--- src/verilog/ccr_regs.svh ---
`ifndef CCR_REGS_SVH
`define CCR_REGS_SVH

// ***********************************************************************
// Command codes, 16 bits each, sent most significant byte first.
// ***********************************************************************
`define CCR_CMD_GET_TOFF 16'h2318
`define CCR_CMD_SET_ALT 16'h2427
`define CCR_CMD_GET_ALT 16'h2322
`define CCR_CMD_SET_PRESS 16'he000
`define CCR_CMD_RECAL 16'h362f
`define CCR_CMD_STOP 16'h3f86

// ***********************************************************************
// Reset values and fixed words.
// ***********************************************************************
`define CCR_ALT_RESET 16'h0000
`define CCR_PRESS_RESET 16'h0000
`define CCR_RECAL_FAIL 16'hffff
`define CCR_RECAL_BIAS 16'h8000
`define CCR_BASELINE_PPM 16'h0190
`define CCR_CRC_POLY 8'h31
`define CCR_CRC_INIT 8'hff

// ***********************************************************************
// Timing, in milliseconds, minutes and derived clock counts.
// ***********************************************************************
`define CCR_CLK_HZ 40000000
`define CCR_MS_CYCLES (`CCR_CLK_HZ / 1000)
`define CCR_T_EXEC_MS 1
`define CCR_T_RECAL_MS 400
`define CCR_T_STOP_MS 500
`define CCR_T_SETTLE_MIN 3
`define CCR_T_SETTLE_MS (`CCR_T_SETTLE_MIN * 60 * 1000)

`endif

--- src/verilog/ccr_pkg.sv ---
`include "ccr_regs.svh"

package ccr_pkg;

   // ********************************************************************
   // Operations that the host user side may ask for.
   // ********************************************************************
   typedef enum logic [2:0] {
      CCR_OP_GET_TOFF,
      CCR_OP_SET_ALT,
      CCR_OP_GET_ALT,
      CCR_OP_SET_PRESS,
      CCR_OP_RECAL,
      CCR_OP_STOP
   } ccr_op_e;

   typedef logic [8:0] ccr_ms_t;

   // Checksum over one word, high byte first, poly x^8+x^5+x^4+1.
   function automatic logic [7:0] ccr_crc8(input logic [15:0] word);
      logic [7:0] crc;
      crc = `CCR_CRC_INIT;
      for (int i = 15; i >= 0; i--) begin
         if (crc[7] ^ word[i]) begin
            crc = {crc[6:0], 1'b0} ^ `CCR_CRC_POLY;
         end else begin
            crc = {crc[6:0], 1'b0};
         end
      end
      return crc;
   endfunction : ccr_crc8

   // Longest execution time of a command, in milliseconds.
   function automatic ccr_ms_t ccr_exec_ms(input logic [15:0] code);
      ccr_ms_t ms;
      ms = 9'(`CCR_T_EXEC_MS);
      if (code == `CCR_CMD_RECAL) begin
         ms = 9'(`CCR_T_RECAL_MS);
      end else if (code == `CCR_CMD_STOP) begin
         ms = 9'(`CCR_T_STOP_MS);
      end
      return ms;
   endfunction : ccr_exec_ms

   // Commands that return a word and checksum.
   function automatic logic ccr_has_rsp(input logic [15:0] code);
      return (code == `CCR_CMD_GET_TOFF) || (code == `CCR_CMD_GET_ALT) ||
         (code == `CCR_CMD_RECAL);
   endfunction : ccr_has_rsp

   function automatic logic [15:0] ccr_op_code(input ccr_op_e op);
      logic [15:0] code;
      code = `CCR_CMD_STOP;
      unique case (op)
         CCR_OP_GET_TOFF: code = `CCR_CMD_GET_TOFF;
         CCR_OP_SET_ALT: code = `CCR_CMD_SET_ALT;
         CCR_OP_GET_ALT: code = `CCR_CMD_GET_ALT;
         CCR_OP_SET_PRESS: code = `CCR_CMD_SET_PRESS;
         CCR_OP_RECAL: code = `CCR_CMD_RECAL;
         CCR_OP_STOP: code = `CCR_CMD_STOP;
      endcase
      return code;
   endfunction : ccr_op_code

endpackage : ccr_pkg

--- src/verilog/ccr_link_if.sv ---
// ***********************************************************************
// Word-level command link between host and sensor, one clock.
// ***********************************************************************
interface ccr_link_if (
   input wire logic clk_sys
);
   logic cmd_valid;
   logic [15:0] cmd_code;
   logic [15:0] par_word;
   logic [7:0] par_crc;
   logic rsp_read;
   logic busy;
   logic rsp_valid;
   logic [15:0] rsp_word;
   logic [7:0] rsp_crc;

   modport dev (
      input cmd_valid, cmd_code, par_word, par_crc, rsp_read,
      output busy, rsp_valid, rsp_word, rsp_crc
   );

   modport host (
      output cmd_valid, cmd_code, par_word, par_crc, rsp_read,
      input busy, rsp_valid, rsp_word, rsp_crc
   );
endinterface : ccr_link_if

--- src/verilog/ccr_host.sv ---
`include "ccr_regs.svh"

module ccr_host #(
   parameter int MS_CYCLES = `CCR_MS_CYCLES
) (
   input wire logic clk_sys,
   input wire logic srst,
   ccr_link_if.host lnk,
   input wire logic req_valid,
   input wire ccr_pkg::ccr_op_e req_op,
   input wire logic [15:0] req_word,
   input wire logic dev_running,
   output logic req_ready,
   output logic done,
   output logic [15:0] rsp_word,
   output logic rsp_ok,
   output logic refused,
   output logic restart_req
);

   typedef enum logic [2:0] {
      CCR_H_IDLE, CCR_H_STOP, CCR_H_SEND, CCR_H_WAIT, CCR_H_READ
   } ccr_hst_e;

   ccr_hst_e st_ff;
   logic [15:0] ms_cnt_ff;
   logic ms_tick_ff;
   logic [17:0] run_ms_ff;
   logic settled_ff;
   ccr_pkg::ccr_ms_t wait_ff;
   logic [15:0] code_ff;
   logic [15:0] word_ff;
   logic stopped_ff;
   logic after_stop_ff;
   logic cmd_valid_ff;
   logic [15:0] cmd_code_ff;
   logic [15:0] par_word_ff;
   logic [7:0] par_crc_ff;
   logic rsp_read_ff;
   logic done_ff;
   logic [15:0] rsp_word_ff;
   logic rsp_ok_ff;
   logic refused_ff;
   logic restart_ff;
   logic needs_idle;
   logic ready_ff;

   // ********************************************************************
   // Millisecond tick and settling timer.
   // ********************************************************************
   always_ff @(posedge clk_sys) begin
      if (srst || ms_cnt_ff == 16'(MS_CYCLES - 1)) begin
         ms_cnt_ff <= 16'h0000;
      end else begin
         ms_cnt_ff <= ms_cnt_ff + 16'h0001;
      end
   end

   always_ff @(posedge clk_sys) begin
      if (srst) begin
         ms_tick_ff <= 1'b0;
      end else begin
         ms_tick_ff <= (ms_cnt_ff == 16'(MS_CYCLES - 1));
      end
   end

   // Settled latches after a long enough run and survives the stop that
   // must precede recalibration; a finished recalibration clears it.
   always_ff @(posedge clk_sys) begin
      if (srst || !dev_running) begin
         run_ms_ff <= '0;
      end else if (ms_tick_ff && run_ms_ff <= 18'(`CCR_T_SETTLE_MS)) begin
         run_ms_ff <= run_ms_ff + 18'h00001;
      end
   end

   always_ff @(posedge clk_sys) begin
      if (srst || (done_ff && code_ff == `CCR_CMD_RECAL)) begin
         settled_ff <= 1'b0;
      end else if (run_ms_ff > 18'(`CCR_T_SETTLE_MS)) begin
         settled_ff <= 1'b1;
      end
   end

   // ********************************************************************
   // Sequencer.
   // ********************************************************************
   assign needs_idle = (req_op == ccr_pkg::CCR_OP_SET_ALT) ||
      (req_op == ccr_pkg::CCR_OP_GET_ALT) ||
      (req_op == ccr_pkg::CCR_OP_GET_TOFF) ||
      (req_op == ccr_pkg::CCR_OP_RECAL);

   always_ff @(posedge clk_sys) begin
      if (srst) begin
         st_ff <= CCR_H_IDLE;
         code_ff <= `CCR_CMD_STOP;
         word_ff <= 16'h0000;
         stopped_ff <= 1'b0;
         after_stop_ff <= 1'b0;
         wait_ff <= '0;
         cmd_valid_ff <= 1'b0;
         cmd_code_ff <= 16'h0000;
         par_word_ff <= 16'h0000;
         par_crc_ff <= 8'h00;
         rsp_read_ff <= 1'b0;
         done_ff <= 1'b0;
         rsp_word_ff <= 16'h0000;
         rsp_ok_ff <= 1'b0;
         refused_ff <= 1'b0;
         restart_ff <= 1'b0;
         ready_ff <= 1'b1;
      end else begin
         cmd_valid_ff <= 1'b0;
         rsp_read_ff <= 1'b0;
         done_ff <= 1'b0;
         refused_ff <= 1'b0;
         restart_ff <= 1'b0;
         unique case (st_ff)
            CCR_H_IDLE: begin
               after_stop_ff <= 1'b0;
               if (req_valid) begin
                  code_ff <= ccr_pkg::ccr_op_code(req_op);
                  word_ff <= req_word;
                  stopped_ff <= needs_idle && dev_running;
                  if (req_op == ccr_pkg::CCR_OP_RECAL && !settled_ff) begin
                     refused_ff <= 1'b1;
                  end else if (needs_idle && dev_running) begin
                     ready_ff <= 1'b0;
                     st_ff <= CCR_H_STOP;
                  end else begin
                     ready_ff <= 1'b0;
                     st_ff <= CCR_H_SEND;
                  end
               end
            end
            CCR_H_STOP: begin
               if (!lnk.busy) begin
                  cmd_valid_ff <= 1'b1;
                  cmd_code_ff <= `CCR_CMD_STOP;
                  wait_ff <= ccr_pkg::ccr_exec_ms(`CCR_CMD_STOP) + 9'h001;
                  after_stop_ff <= 1'b1;
                  st_ff <= CCR_H_WAIT;
               end
            end
            CCR_H_SEND: begin
               if (!lnk.busy) begin
                  cmd_valid_ff <= 1'b1;
                  cmd_code_ff <= code_ff;
                  par_word_ff <= word_ff;
                  par_crc_ff <= ccr_pkg::ccr_crc8(word_ff);
                  wait_ff <= ccr_pkg::ccr_exec_ms(code_ff) + 9'h001;
                  after_stop_ff <= 1'b0;
                  st_ff <= CCR_H_WAIT;
               end
            end
            CCR_H_WAIT: begin
               // One extra tick makes the wait at least the full time.
               if (ms_tick_ff && wait_ff != '0) begin
                  wait_ff <= wait_ff - 9'h001;
               end else if (wait_ff == '0 && !lnk.busy) begin
                  if (after_stop_ff) begin
                     st_ff <= CCR_H_SEND;
                  end else if (ccr_pkg::ccr_has_rsp(code_ff)) begin
                     st_ff <= CCR_H_READ;
                  end else begin
                     done_ff <= 1'b1;
                     restart_ff <= stopped_ff;
                     ready_ff <= 1'b1;
                     st_ff <= CCR_H_IDLE;
                  end
               end
            end
            CCR_H_READ: begin
               // A missing answer ends the request with rsp_ok low.
               rsp_read_ff <= lnk.rsp_valid;
               rsp_word_ff <= lnk.rsp_word;
               rsp_ok_ff <= lnk.rsp_valid &&
                  lnk.rsp_crc == ccr_pkg::ccr_crc8(lnk.rsp_word);
               done_ff <= 1'b1;
               restart_ff <= stopped_ff;
               ready_ff <= 1'b1;
               st_ff <= CCR_H_IDLE;
            end
         endcase
      end
   end

   assign lnk.cmd_valid = cmd_valid_ff;
   assign lnk.cmd_code = cmd_code_ff;
   assign lnk.par_word = par_word_ff;
   assign lnk.par_crc = par_crc_ff;
   assign lnk.rsp_read = rsp_read_ff;
   assign req_ready = ready_ff;
   assign done = done_ff;
   assign rsp_word = rsp_word_ff;
   assign rsp_ok = rsp_ok_ff;
   assign refused = refused_ff;
   assign restart_req = restart_ff;

endmodule : ccr_host

--- src/flat_wrapper.sv ---
// flat-port wrapper written by rule: the top's interface ports become plain ports
module ccr_host_flat 
#(
   parameter int MS_CYCLES = `CCR_MS_CYCLES
)
  (clk_sys, srst, req_valid, req_op, req_word, dev_running, req_ready, done, rsp_word, rsp_ok, refused, restart_req, lnk_cmd_valid, lnk_cmd_code, lnk_par_word, lnk_par_crc, lnk_rsp_read, lnk_busy, lnk_rsp_valid, lnk_rsp_word, lnk_rsp_crc);
  ccr_link_if lnk_i (.clk_sys(clk_sys));
  input wire logic clk_sys;
  input wire logic srst;
  input wire logic req_valid;
  input wire ccr_pkg::ccr_op_e req_op;
  input wire logic [15:0] req_word;
  input wire logic dev_running;
  output logic req_ready;
  output logic done;
  output logic [15:0] rsp_word;
  output logic rsp_ok;
  output logic refused;
  output logic restart_req;
  output wire logic [$bits(lnk_i.cmd_valid)-1:0] lnk_cmd_valid;
  output wire logic [$bits(lnk_i.cmd_code)-1:0] lnk_cmd_code;
  output wire logic [$bits(lnk_i.par_word)-1:0] lnk_par_word;
  output wire logic [$bits(lnk_i.par_crc)-1:0] lnk_par_crc;
  output wire logic [$bits(lnk_i.rsp_read)-1:0] lnk_rsp_read;
  input wire logic [$bits(lnk_i.busy)-1:0] lnk_busy;
  input wire logic [$bits(lnk_i.rsp_valid)-1:0] lnk_rsp_valid;
  input wire logic [$bits(lnk_i.rsp_word)-1:0] lnk_rsp_word;
  input wire logic [$bits(lnk_i.rsp_crc)-1:0] lnk_rsp_crc;
  assign lnk_cmd_valid = lnk_i.cmd_valid;
  assign lnk_cmd_code = lnk_i.cmd_code;
  assign lnk_par_word = lnk_i.par_word;
  assign lnk_par_crc = lnk_i.par_crc;
  assign lnk_rsp_read = lnk_i.rsp_read;
  assign lnk_i.busy = lnk_busy;
  assign lnk_i.rsp_valid = lnk_rsp_valid;
  assign lnk_i.rsp_word = lnk_rsp_word;
  assign lnk_i.rsp_crc = lnk_rsp_crc;
  ccr_host #(.MS_CYCLES(MS_CYCLES)) u_core (.clk_sys(clk_sys), .srst(srst), .lnk(lnk_i), .req_valid(req_valid), .req_op(req_op), .req_word(req_word), .dev_running(dev_running), .req_ready(req_ready), .done(done), .rsp_word(rsp_word), .rsp_ok(rsp_ok), .refused(refused), .restart_req(restart_req));
endmodule
--- config.mk ---
export PLATFORM = sky130hd
export DESIGN_NAME = ccr_host_flat
export DESIGN_NICKNAME = d
export VERILOG_FILES = /design/src/verilog/ccr_pkg.sv /design/src/verilog/ccr_link_if.sv /design/src/verilog/ccr_host.sv /design/src/flat_wrapper.sv
export VERILOG_INCLUDE_DIRS = /design/src /design/src/verilog
export SDC_FILE = /design/constraint.sdc
export NUM_CORES = 1
export LEC_CHECK = 0
export ABC_AREA = 1
export BUFFER_PORTS_ARGS = -buffer_cell sky130_fd_sc_hd__buf_2
export CAP_MARGIN = 20
export CELL_PAD_IN_SITES_DETAIL_PLACEMENT = 0
export CELL_PAD_IN_SITES_GLOBAL_PLACEMENT = 1
export CORE_MARGIN = 2
export CORE_UTILIZATION = 38
export CTS_BUF_LIST = sky130_fd_sc_hd__clkbuf_8
export DETAILED_ROUTE_END_ITERATION = 8
export PLACE_DENSITY = 0.87
export SLEW_MARGIN = 10
export SYNTH_ARGS = -nofsm -noshare
export SYNTH_HDL_FRONTEND = slang
export SYNTH_SLANG_ARGS = --single-unit
--- constraint.sdc ---
create_clock -name clk_sys -period 1.8 [get_ports clk_sys]
set_input_delay 0.27 -clock clk_sys [delete_from_list [all_inputs] [get_ports clk_sys]]
set_output_delay 0.27 -clock clk_sys [all_outputs]
set_load 0.01 [all_outputs]
Word level (Yosys, flattened, before mapping)
Cells that the tools add are included.

Equal/unequal tests: 25. $add $sub $neg: 4. Magnitude comparators: 2. Multiplexer cells: 153. Reductions and logical operators: 37. Bitwise logic cells: 65.

Operator list (count): $mux 8 (77); $mux 6 (32); $pmux 16 s6 (1); $not 3->3 (30); $mux 9 (8); $eq 16x14->1 const B (4); $mux 16 (2); $pmux 16 s2 (1); $xor 1x1->1 (30); $pmux 9 s3 (1); $mux 3 (7); $add 18x1->18 const B (1); $gt 18x18->1 const B (1); $le 18x18->1 const B (1); $mux 1 (18); $add 16x1->16 const B (1); $eq 16x16->1 const B (1); $ne 2x2->1 const B (8); $eq 3x2->1 const B (4); $pmux 3 s4 (1); $add 9x1->9 const B (1); $eq 3x3->1 const B (3); $logic_not 9->1 (1); $reduce_bool 3->1 (3); 21 further kinds (49).

Word-level logic and storage cells: 307. Bits in registers: 145. Bits of input ports: 49.

Longest topological paths before layout
Gate-level depths: netlist of run 1.

Depth in word-level cells: 76. Gate-level depth with buffers: 20. Gate-level depth less buffers: 20.

Worst setup path after synthesis of run 1
Ideal clock, no wire load.

Path kind: register -> register. From: register u_core.run_ms_ff[0]. To: register u_core.run_ms_ff[15]. Cell stages (with the launch flop): 14. Buffers on the path: 0. Data arrival time: 1.827 ns. Slack: -0.107 ns. Data required time: 1.720 ns. Cells stage by stage: dfxtp_1 -> inv_1 -> ha_1 -> nand3_1 -> nor4_1 -> nand3_1 -> nand2_1 -> nand2_1 -> inv_2 -> nand3_1 -> nor2_2 -> nand4_1 -> o21ai_0 -> nor3b_1.

Cells in the longest elaborated chain, start to end: 2. Elaborated cells on any way between the ends: 3. Classes of those cells: add/sub (1); order compare (1); reduce/logical (1).

Ends and longest elaborated chain: start, declared (line ccr_host.sv:28) `logic [17:0] run_ms_ff;`; start signal, assigned (line ccr_host.sv:73) `run_ms_ff <= run_ms_ff + 18'h00001;`; $le 18x18->1 (line ccr_host.sv:72) `` end else if (ms_tick_ff && run_ms_ff <= 18'(`CCR_T_SETTLE_MS)) begin ``; $logic_and 1x1->1 (line ccr_host.sv:72).

Several ways; a longest one is shown, not always the timed one. A chain may end at the register's enable or synchronous reset.

Worst setup path after layout of run 1
From: register u_core.run_ms_ff[0]. To: register u_core.run_ms_ff[17].

The elaborated chain is that of the path after synthesis.

==> impl_metrics.json, run 1 <==
{
  "status": "finished with violations",
  "violations_in_the_final_reports": "setup timing",
  "area_after_dpl_sq_um": 8470,
  "cts-root-buf": "sky130_fd_sc_hd__clkbuf_8",
  "post-route-period-util_pct": 111,
  "number_of_buffers_added_by_the_clock_tree_synthesis_step": 17,
  "timing.final.ws_setup_ns": -0.190,
  "power.density_nw_per_um2": 1530,
  "design.core.area_sq_um": 17400,
  "stdcell_area_sq_um": 9560,
  "num-fill-cells": 1590,
  "timing_hold_violations_final": 0,
  "initialDrtViolationCount": 313,
  "relSlewSlack_pct": 63.1,
  "routed-via-count": 7000,
  "asyncSetResetFlopFracSynth_pct": 0,
  "drt.antenna.violating_nets": 0,
  "ios": 112,
  "routed_wl_mm": 18.8,
  "gp_congestion": 0.848,
  "tritoncts": "yes",
  "die_y_um": 137,
  "synth_area_sq_um": 6770,
  "final_cell_mix": "sky130_fd_sc_hd__nand2_1, sky130_fd_sc_hd__buf_4, sky130_fd_sc_hd__inv_1",
  "synth.net_count": 1034,
  "grt_setup_unrepaired": "true",
  "drcViolationCount": 0,
  "netlist.area_leader.share_pct": 40.2,
  "floorplan.die_area_sq_um": 18900,
  "fmax_mhz": 502,
  "synth_enable_flop_cells": 0,
  "synth_seq_cells": 136,
  "grt_pass1_vias": 6457,
  "critPathRequiredTime_ns": 2.20,
  "dieWidth_um": 137,
  "timing.setup.critical_path_class": "register to register",
  "leakage_component_of_the_power_nw": 4.61,
  "clkSlewWorstSetupHoldPaths_ns": 0.08,
  "post_synth_num_cell_types": 42,
  "grt_max_degree": 69,
  "viasPerCell": 4.78,
  "hp-class": "input port to register",
  "clock_sinks": 136,
  "share_of_final_layout_standard_cells_stronger_than_drive_strength_1_pct": 33.8,
  "dominantRegCellSynth": "sky130_fd_sc_hd__dfxtp_1",
  "number_of_antenna_violations_at_the_first_check_in_global_routing": 2,
  "mostFrequentLayoutCell": "sky130_fd_sc_hd__nand2_1",
  "globalRouteOverflowTotal": 0,
  "netlist.top_cell.by_area": "sky130_fd_sc_hd__dfxtp_1",
  "htree_num_levels": 4,
  "hpwl_mm": 13.4,
  "postLayoutCoreUtil_pct": 55.1,
  "grt_pass1_wl_mm": 29.9,
  "setup_viol_count_final": 27,
  "synth_sequential_area_ratio_pct": 40.2,
  "timing.hold.ws_ns": 0.0399,
  "timing.max_cap.violations": 0,
  "netlist_top_cells_area": "sky130_fd_sc_hd__dfxtp_1, sky130_fd_sc_hd__nand2_1, sky130_fd_sc_hd__inv_1",
  "buffer_ports.inserted": 110,
  "stdcell_count": 1463,
  "post_synth_inst_count": 978,
  "finalMaxSlewViolations": 0,
  "placed_cells_incl_taps": 1409,
  "timing.critical_path.to_type": "register",
  "final_period_minus_worst_setup_slack_ns": 1.99,
  "power.ir.vdd_worst_mv": 1.15,
  "finish.net_count": 1280,
  "critPathArrivalTime_ns": 2.39,
  "starting_utilization_of_the_core_area_pct": 39.0,
  "total_power_mw": 14.6,
  "preCtsSetupSlack_ns": -0.241,
  "rows": 48,
  "insertion_delay_ns": 0.46,
  "tightest_slew_ns": 0.550,
  "ys.warnings.count": 0,
  "finalClockSkew_ns": 0.0113,
  "cts.path.max_buffers": 2,
  "startpoint_type_of_the_worst_setup_path": "register",
  "syn_avg_cell_area_sq_um": 6.92,
  "grt_use_total_pct": 19.8,
  "path_max_fanout": 5,
  "timing.setup.tns_ns": -2.40,
  "area.growth.synth_to_final_pct": 41.3,
  "dr.pass1.iters": 5,
  "wl_per_cell_um": 12.8
}
==> final cells by class <==
class	instances	area [sq um]	area share, %
antenna	1	2.50	0.0262
clock buffer	18	248	2.59
clock inverter	14	124	1.30
inverter	145	548	5.73
multi-input combinational	667	3890	40.7
sequential	136	2740	28.7
tap	225	282	2.94
timing repair buffer	257	1720	18.0
==> what timing repair did <==
item | 4_1_cts | 5_1_grt
pin swaps | 23 | 38
hold buffers | 0 | 0
resized for setup | 52 | 100
cloned | 0 | 0
endpoints found under the setup margin | 28 | 75
setup buffers | 12 | 15
==> synthesized netlist by cell type (9+ instances only) <==
cell type,number
sky130_fd_sc_hd__xnor2_1,16
sky130_fd_sc_hd__a211oi_1,9
sky130_fd_sc_hd__clkbuf_1,24
sky130_fd_sc_hd__o21ai_0,93
sky130_fd_sc_hd__dfxtp_1,136
sky130_fd_sc_hd__inv_1,143
sky130_fd_sc_hd__xor2_1,23
sky130_fd_sc_hd__a21oi_1,72
sky130_fd_sc_hd__nand4_1,10
sky130_fd_sc_hd__nand3_1,62
sky130_fd_sc_hd__nor2_1,101
sky130_fd_sc_hd__nand2_1,197
sky130_fd_sc_hd__nor3_1,29
==> report_power, final <==
group / total (mW) / switching [mW] / leakage (nW) / internal [mW]
registers: 3.86 / 0.348 / 1.11 / 3.51
clock network: 2.39 / 1.27 / 0.181 / 1.13
logic: 8.36 / 4.41 / 3.31 / 3.95
total: 14.6 / 6.02 / 4.61 / 8.59
==> flip-flops by register name (all words and copies together) (netlist names), 3 cells and up <==
signal               cells
u_core.rsp_word         16
u_core.lnk.cmd_code     12
u_core.lnk.par_crc       8
u_core.code_ff          11
u_core.run_ms_ff        18
u_core.lnk.par_word     16
u_core.wait_ff           9
u_core.ms_cnt_ff        16
u_core.st_ff             3
u_core.word_ff          16
==> cells by family after synthesis <==
| group | after synthesis | share of synthesized area (%) |
|---|---|---|
| other | 1 | 0.0554 |
| buffers and inverters | 175 | 10.1 |
| AOI/OAI and AO/OA | 199 | 16.2 |
| DFF | 136 | 40.2 |
| xor gates and xnor gates | 44 | 6.25 |
| and+or+nand+nor | 416 | 25.9 |
| adders and majority gates | 7 | 1.29 |
==> worst max-delay path, cell delays in order, from the launching register on <==
cell	delay, ns
sky130_fd_sc_hd__dfxtp_2	0.33
sky130_fd_sc_hd__inv_2	0.07
sky130_fd_sc_hd__ha_4	0.15
sky130_fd_sc_hd__nand3_4	0.08
sky130_fd_sc_hd__nor4_2	0.13
sky130_fd_sc_hd__nand3_1	0.14
sky130_fd_sc_hd__nand2_1	0.10
sky130_fd_sc_hd__nand2_2	0.07
sky130_fd_sc_hd__inv_2	0.08
sky130_fd_sc_hd__nand3_4	0.07
sky130_fd_sc_hd__nor2_4	0.11
sky130_fd_sc_hd__nand4_1	0.21
sky130_fd_sc_hd__nor2_1	0.16
sky130_fd_sc_hd__nand3_1	0.10
sky130_fd_sc_hd__a21oi_2	0.13
==> per-layer routing <==
layer	global-route usage [%]	up-vias	share of wire, %
li1	-	3666	-
met2	31.9	118	47
met5	0	-	0.085
met3	4.86	22	4.3
met1	26.6	3192	47
met4	5.27	2	1.3
==> worst paths after layout <==
| check | start | to | slack [ns] | depth (start not counted) |
|---|---|---|---|---|
| setup / recovery | u_core.run_ms_ff[0]$_SDFFE_PP0P_ | u_core.run_ms_ff[17]$_SDFFE_PP0P_ | -0.19 | 14 |
| hold / removal | req_word[9] | u_core.word_ff[9]$_SDFFE_PP0P_ | 0.04 | 3 |
| setup reg to reg | u_core.run_ms_ff[0]$_SDFFE_PP0P_ | u_core.run_ms_ff[17]$_SDFFE_PP0P_ | -0.19 | 14 |
| hold reg to reg | u_core.ms_cnt_ff[0]$_SDFF_PP0_ | u_core.ms_cnt_ff[0]$_SDFF_PP0_ | 0.45 | 1 |
(Power assumes the default switching activity.)
==> run 2, diff against run 1 <==
RECOVER_POWER = 50   (was not set)
SLEW_MARGIN = not set   (was 10)
==> impl_metrics.json, run 2 (same netlist as run 1, synthesis figures left out) <==
{
  "ios": 112,
  "mostFrequentLayoutCell": "sky130_fd_sc_hd__nand2_1",
  "final_cell_mix": "sky130_fd_sc_hd__nand2_1, sky130_fd_sc_hd__buf_4, sky130_fd_sc_hd__inv_1",
  "largest_reg_flops": 18,
  "finalClockSkew_ns": 0.0114,
  "timing.final.ws_setup_ns": -0.197,
  "post-route-period-util_pct": 111,
  "violations_in_the_final_reports": "setup timing",
  "critical_path.reg2reg.endpoint": "u_core.run_ms_ff[17]$_SDFFE_PP0P_",
  "timing.rr.start": "u_core.run_ms_ff[0]$_SDFFE_PP0P_",
  "finish.net_count": 1280,
  "whs_path_depth": 3,
  "gp_congestion": 0.848,
  "routed-via-count": 6990,
  "drcViolationCount": 0,
  "area.growth.synth_to_final_pct": 40.1,
  "routed_wl_mm": 18.8,
  "hp-class": "input port to register",
  "relSlewSlack_pct": 59.6,
  "number_of_buffers_added_by_the_clock_tree_synthesis_step": 17,
  "startpoint_type_of_the_worst_setup_path": "register",
  "timing.critical_path.to_type": "register",
  "finalMaxSlewViolations": 0,
  "path_max_fanout": 5,
  "postLayoutCoreUtil_pct": 54.6,
  "number_of_antenna_violations_at_the_first_check_in_global_routing": 2,
  "hold_path_end": "u_core.word_ff[9]$_SDFFE_PP0P_",
  "grt_max_degree": 69,
  "timing.hold.ws_ns": 0.0412,
  "timing.setup.tns_ns": -2.47,
  "setup_viol_count_final": 27,
  "register_bank_with_the_most_flops": "u_core.run_ms_ff",
  "share_of_final_layout_standard_cells_stronger_than_drive_strength_1_pct": 28.7,
  "htree_num_levels": 4,
  "grt_use_total_pct": 19.8,
  "power.density_nw_per_um2": 1540,
  "worstPathCellList": "inv_2, ha_4, nand3_4, nor4_2, nand3_1, nand2_1, nand2_2, inv_2, nand3_4, nor2_4, nand4_1, nor2_1, nand3_1, a21oi_2",
  "timing.reg2reg.setup_slack_ns": -0.20,
  "globalRouteOverflowTotal": 0,
  "buffer_ports.inserted": 110,
  "initialDrtViolationCount": 310,
  "cts-root-buf": "sky130_fd_sc_hd__clkbuf_8",
  "critPathMaxStageDelay_ns": 0.33,
  "leakage_component_of_the_power_nw": 4.35,
  "clkSlewWorstSetupHoldPaths_ns": 0.08,
  "timing.setup.critical_path_class": "register to register",
  "design.core.area_sq_um": 17400,
  "timing_hold_violations_final": 0,
  "power.ir.vdd_worst_mv": 1.16,
  "rows": 48,
  "ff2ff_path_depth": 14,
  "drt.antenna.violating_nets": 0,
  "cts.path.max_buffers": 2,
  "starting_utilization_of_the_core_area_pct": 39.0,
  "dr.pass1.iters": 4,
  "grt_pass1_wl_mm": 29.9,
  "hold_buffers": 0,
  "clock_sinks": 136,
  "dieWidth_um": 137,
  "die_y_um": 137,
  "fmax_mhz": 501,
  "status": "finished with violations",
  "tightest_slew_ns": 0.606,
  "floorplan.die_area_sq_um": 18900,
  "timing.max_cap.violations": 0,
  "slowest_stage": "sky130_fd_sc_hd__dfxtp_2",
  "wl_per_cell_um": 12.8,
  "critPathArrivalTime_ns": 2.39,
  "worstHoldStart": "req_word[9]",
  "critPathRequiredTime_ns": 2.19,
  "hpwl_mm": 13.4,
  "grt_setup_unrepaired": "true",
  "viasPerCell": 4.78,
  "preCtsSetupSlack_ns": -0.241,
  "tritoncts": "yes",
  "insertion_delay_ns": 0.46,
  "grt_pass1_vias": 6457,
  "final_period_minus_worst_setup_slack_ns": 2.00
}
==> run 2: cell count changes in the layout (fill, tap and decap cells not counted), sizes merged <==
cell / previous run / this run
buf: 257 / 194
clkbuf: 18 / 81
==> run 2: power breakdown <==
group / internal (mW) / leakage (nW) / switching [mW]
registers: 3.51 / 1.11 / 0.356
clock network: 1.13 / 0.181 / 1.26
logic: 3.89 / 3.05 / 4.42
==> run 2: metrics by stage <==
stage	power, mW	instances	instance area [sq um]
after floorplan	7.57	978	6780
after global placement	10.0	1409	8470
after detailed placement	10.1	1409	8470
after CTS	13.4	1451	9110
after global routing	15.6	1462	9480
final	14.6	1463	9480
==> run 2: area by class of cell <==
| cell class | instances | area (sq um) |
|---|---|---|
| Tap cell | 225 | 282 |
| Clock buffer | 18 | 248 |
| Fill cell | 1627 | 7880 |
| Timing Repair Buffer | 257 | 1640 |
| Sequential cell | 136 | 2740 |
| Multi-Input combinational cell | 667 | 3890 |
| Clock inverter | 14 | 124 |
| Inverter | 145 | 548 |
| Antenna cell | 1 | 2.50 |
==> run 2: layer usage <==
layer  part of all wire, %  global-route usage (%)  vias up  wire length [um]
li1                      -                       -     3668                 -
met1                    48                    26.6     3178              8930
met2                    47                    31.9      121              8830
met3                   4.0                    4.86       21               759
met4                   1.2                    5.27        2               225
met5                 0.085                       0        -                16
==> run 2: what timing repair did <==
| item | CTS | global route |
|---|---|---|
| cloned | 0 | 0 |
| setup endpoints to repair | 28 | 75 |
| pin swaps | 23 | 38 |
| buffers inserted | 12 | 15 |
| resized for setup | 52 | 100 |
==> run 2: how the worst max path moves through the flow <==
| stage | start | to | slack (ns) | cells past startpoint |
|---|---|---|---|---|
| 2_1_floorplan | u_core.run_ms_ff[0]$_SDFFE_PP0P_ | u_core.run_ms_ff[15]$_SDFFE_PP0P_ | -0.04 | 13 |
| 3_3_place_gp | u_core.run_ms_ff[15]$_SDFFE_PP0P_ | u_core.run_ms_ff[17]$_SDFFE_PP0P_ | -0.20 | 14 |
| 3_5_place_dp | lnk_rsp_word[15] | u_core.rsp_ok$_SDFFE_PP0N_ | -0.24 | 20 |
| 4_1_cts | u_core.run_ms_ff[0]$_SDFFE_PP0P_ | u_core.run_ms_ff[17]$_SDFFE_PP0P_ | -0.15 | 14 |
| 5_1_grt | u_core.run_ms_ff[0]$_SDFFE_PP0P_ | u_core.run_ms_ff[15]$_SDFFE_PP0P_ | -0.38 | 13 |
| 6_report | u_core.run_ms_ff[0]$_SDFFE_PP0P_ | u_core.run_ms_ff[17]$_SDFFE_PP0P_ | -0.20 | 14 |
==> run 2: critical path: cells and delay by family (launching register included) <==
family                     cells  cell delay [ns]
AOI/OAI and AO/OA              1             0.13
buffers and inverters          2             0.15
and+or+nand+nor               10             1.17
adders and majority gates      1             0.15
DFF                            1             0.33
==> run 3, diff against run 2 <==
MAX_ROUTING_LAYER = met4   (was not set)
==> impl_metrics.json, run 3 (same netlist as run 1, synthesis figures left out) <==
{
  "status": "finished with violations",
  "violations_in_the_final_reports": "setup timing",
  "power_frac_clock_pct": 16.5,
  "critPathMaxStageDelay_ns": 0.33,
  "timing.reg2reg.setup_slack_ns": -0.20,
  "hold_buffers": 0,
  "grt_max_degree": 69,
  "timing.critical_path.to_type": "register",
  "drt.antenna.violating_nets": 0,
  "timing.hold.ws_ns": 0.0353,
  "initialDrtViolationCount": 305,
  "placed_cells_incl_taps": 1409,
  "net-switching-power_mw": 6.06,
  "post-route-period-util_pct": 111,
  "multiInputGateArea_sq_um": 3890,
  "timing.rr.start": "u_core.run_ms_ff[0]$_SDFFE_PP0P_",
  "p_seq_share_pct": 26.5,
  "number_of_buffers_added_by_the_clock_tree_synthesis_step": 17,
  "register_bank_with_the_most_flops": "u_core.run_ms_ff",
  "cts-root-buf": "sky130_fd_sc_hd__clkbuf_8",
  "grt_setup_unrepaired": "true",
  "tritoncts": "yes",
  "dr.pass1.iters": 4,
  "finish.net_count": 1280,
  "num-fill-cells": 1625,
  "worstPathCellList": "inv_2, ha_4, nand3_4, nor4_2, nand3_1, nand2_1, nand2_2, inv_2, nand3_4, nor2_4, nand4_1, nor2_1, nand3_1, a21oi_2",
  "routed-via-count": 6995,
  "number_of_antenna_violations_at_the_first_check_in_global_routing": 2,
  "viasPerCell": 4.78,
  "final_period_minus_worst_setup_slack_ns": 2.00,
  "preCtsSetupSlack_ns": -0.241,
  "final_cell_mix": "sky130_fd_sc_hd__nand2_1, sky130_fd_sc_hd__buf_4, sky130_fd_sc_hd__inv_1",
  "design.core.area_sq_um": 17400,
  "timing.final.ws_setup_ns": -0.196,
  "grt_pass1_vias": 6446,
  "hpwl_mm": 13.4,
  "whs_path_depth": 3,
  "critical_path.reg2reg.endpoint": "u_core.run_ms_ff[17]$_SDFFE_PP0P_",
  "dieWidth_um": 137,
  "grt_use_total_pct": 20.4,
  "critPathRequiredTime_ns": 2.20,
  "setup_viol_count_final": 27,
  "total_power_mw": 14.6,
  "setup.worst_path.start": "u_core.run_ms_ff[0]$_SDFFE_PP0P_",
  "wl_per_cell_um": 12.9,
  "critPathArrivalTime_ns": 2.40,
  "critical_path_buf_inv_count": 2,
  "postLayoutCoreUtil_pct": 54.6,
  "fmax_mhz": 501,
  "leakage_component_of_the_power_nw": 4.35,
  "internal_power_mw": 8.53,
  "hold_path_end": "u_core.word_ff[9]$_SDFFE_PP0P_",
  "grt_pass1_wl_mm": 29.9,
  "hp-class": "input port to register",
  "worstHoldStart": "req_word[9]",
  "insertion_delay_ns": 0.47,
  "stdcell_count": 1464,
  "rows": 48,
  "power.density_nw_per_um2": 1540,
  "mostFrequentLayoutCell": "sky130_fd_sc_hd__nand2_1",
  "path_max_fanout": 5,
  "starting_utilization_of_the_core_area_pct": 39.0,
  "finalClockSkew_ns": 0.0121,
  "tightest_slew_ns": 0.604,
  "htree_num_levels": 4,
  "ios": 112,
  "slowest_stage": "sky130_fd_sc_hd__dfxtp_2",
  "power.ir.vdd_worst_mv": 1.16,
  "ff2ff_path_depth": 14,
  "clkSlewWorstSetupHoldPaths_ns": 0.08,
  "largest_reg_flops": 18,
  "globalRouteOverflowTotal": 0,
  "power.combinational.fraction_pct": 57.0,
  "seqCellArea_sq_um": 2740,
  "gp_congestion": 0.861,
  "drcViolationCount": 0,
  "finalMaxSlewViolations": 0,
  "share_of_final_layout_standard_cells_stronger_than_drive_strength_1_pct": 28.7,
  "timing_hold_violations_final": 0,
  "cts.path.max_buffers": 2,
  "routed_wl_mm": 18.8,
  "timing.max_cap.violations": 0,
  "die_y_um": 137,
  "clock_sinks": 136,
  "startpoint_type_of_the_worst_setup_path": "register",
  "cp_top_family": "simple AND/OR/NAND/NOR gates",
  "floorplan.die_area_sq_um": 18900,
  "area.growth.synth_to_final_pct": 40.1,
  "switching_share_pct": 41.5,
  "buffer_ports.inserted": 110,
  "timing.setup.critical_path_class": "register to register",
  "relSlewSlack_pct": 59.7
}
run 3: cell count changes in the layout (fill, tap and decap cells not counted):
| cell | before | now |
|---|---|---|
| sky130_fd_sc_hd__diode_2 | 1 | 2 |
run 3: worst max-delay path by stage:
stage / endpoint / slack, ns / depth (start not counted)
2_1_floorplan: u_core.run_ms_ff[15]$_SDFFE_PP0P_ / -0.04 / 13
3_3_place_gp: u_core.run_ms_ff[17]$_SDFFE_PP0P_ / -0.20 / 14
3_5_place_dp: u_core.rsp_ok$_SDFFE_PP0N_ / -0.24 / 20
4_1_cts: u_core.run_ms_ff[17]$_SDFFE_PP0P_ / -0.15 / 14
5_1_grt: u_core.run_ms_ff[15]$_SDFFE_PP0P_ / -0.38 / 13
6_report: u_core.run_ms_ff[17]$_SDFFE_PP0P_ / -0.20 / 14
run 3: power groups by stage:
stage	sequential [mW]	clock, mW	combinational [mW]
finish	3.87	2.40	8.31
global route	3.92	2.59	9.06
CTS	3.84	2.45	7.13
detailed placement	3.89	0	6.22
global placement	3.89	0	6.16
floorplan	3.95	0	3.62
run 3: final cells by class:
| class | count | share of cell area [%] |
|---|---|---|
| sequential | 136 | 28.9 |
| antenna | 2 | 0.0528 |
| clock inverter | 14 | 1.31 |
| multi-input combinational | 667 | 41.1 |
| tap | 225 | 2.97 |
| inverter | 145 | 5.78 |
| clock buffer | 18 | 2.61 |
| timing repair buffer | 257 | 17.3 |
run 3: repair_timing:
action,4_1_cts,5_1_grt
pin swaps,23,38
buffers inserted,12,15
resized for setup,52,100
setup endpoints to repair,28,75
run 3: tightest hold or removal path, cell delays in order:
cell and delay (ns):
sky130_fd_sc_hd__buf_2 0.08, sky130_fd_sc_hd__nor2_1 0.04, sky130_fd_sc_hd__nor2_1 0.08
run 3: metrics by stage:
stage	instance area (sq um)	TNS, ns
after floorplan	6780	-0.0940
after global placement	8470	-1.63
after detailed placement	8470	-2.02
after CTS	9110	-0.554
after global routing	9480	-6.76
final	9480	-2.52
run 3: layer usage:
layer  global-route usage, %  vias to the layer above  part of all wire (%)  wire length [um]
li1                        -                     3668                     -                 -
met1                    26.7                     3201                    48              9010
met2                    31.9                      106                    47              8850
met4                    5.61                        0                   1.3               252
met5                       -                        -                     0                 0
met3                    4.60                       20                   3.9               733
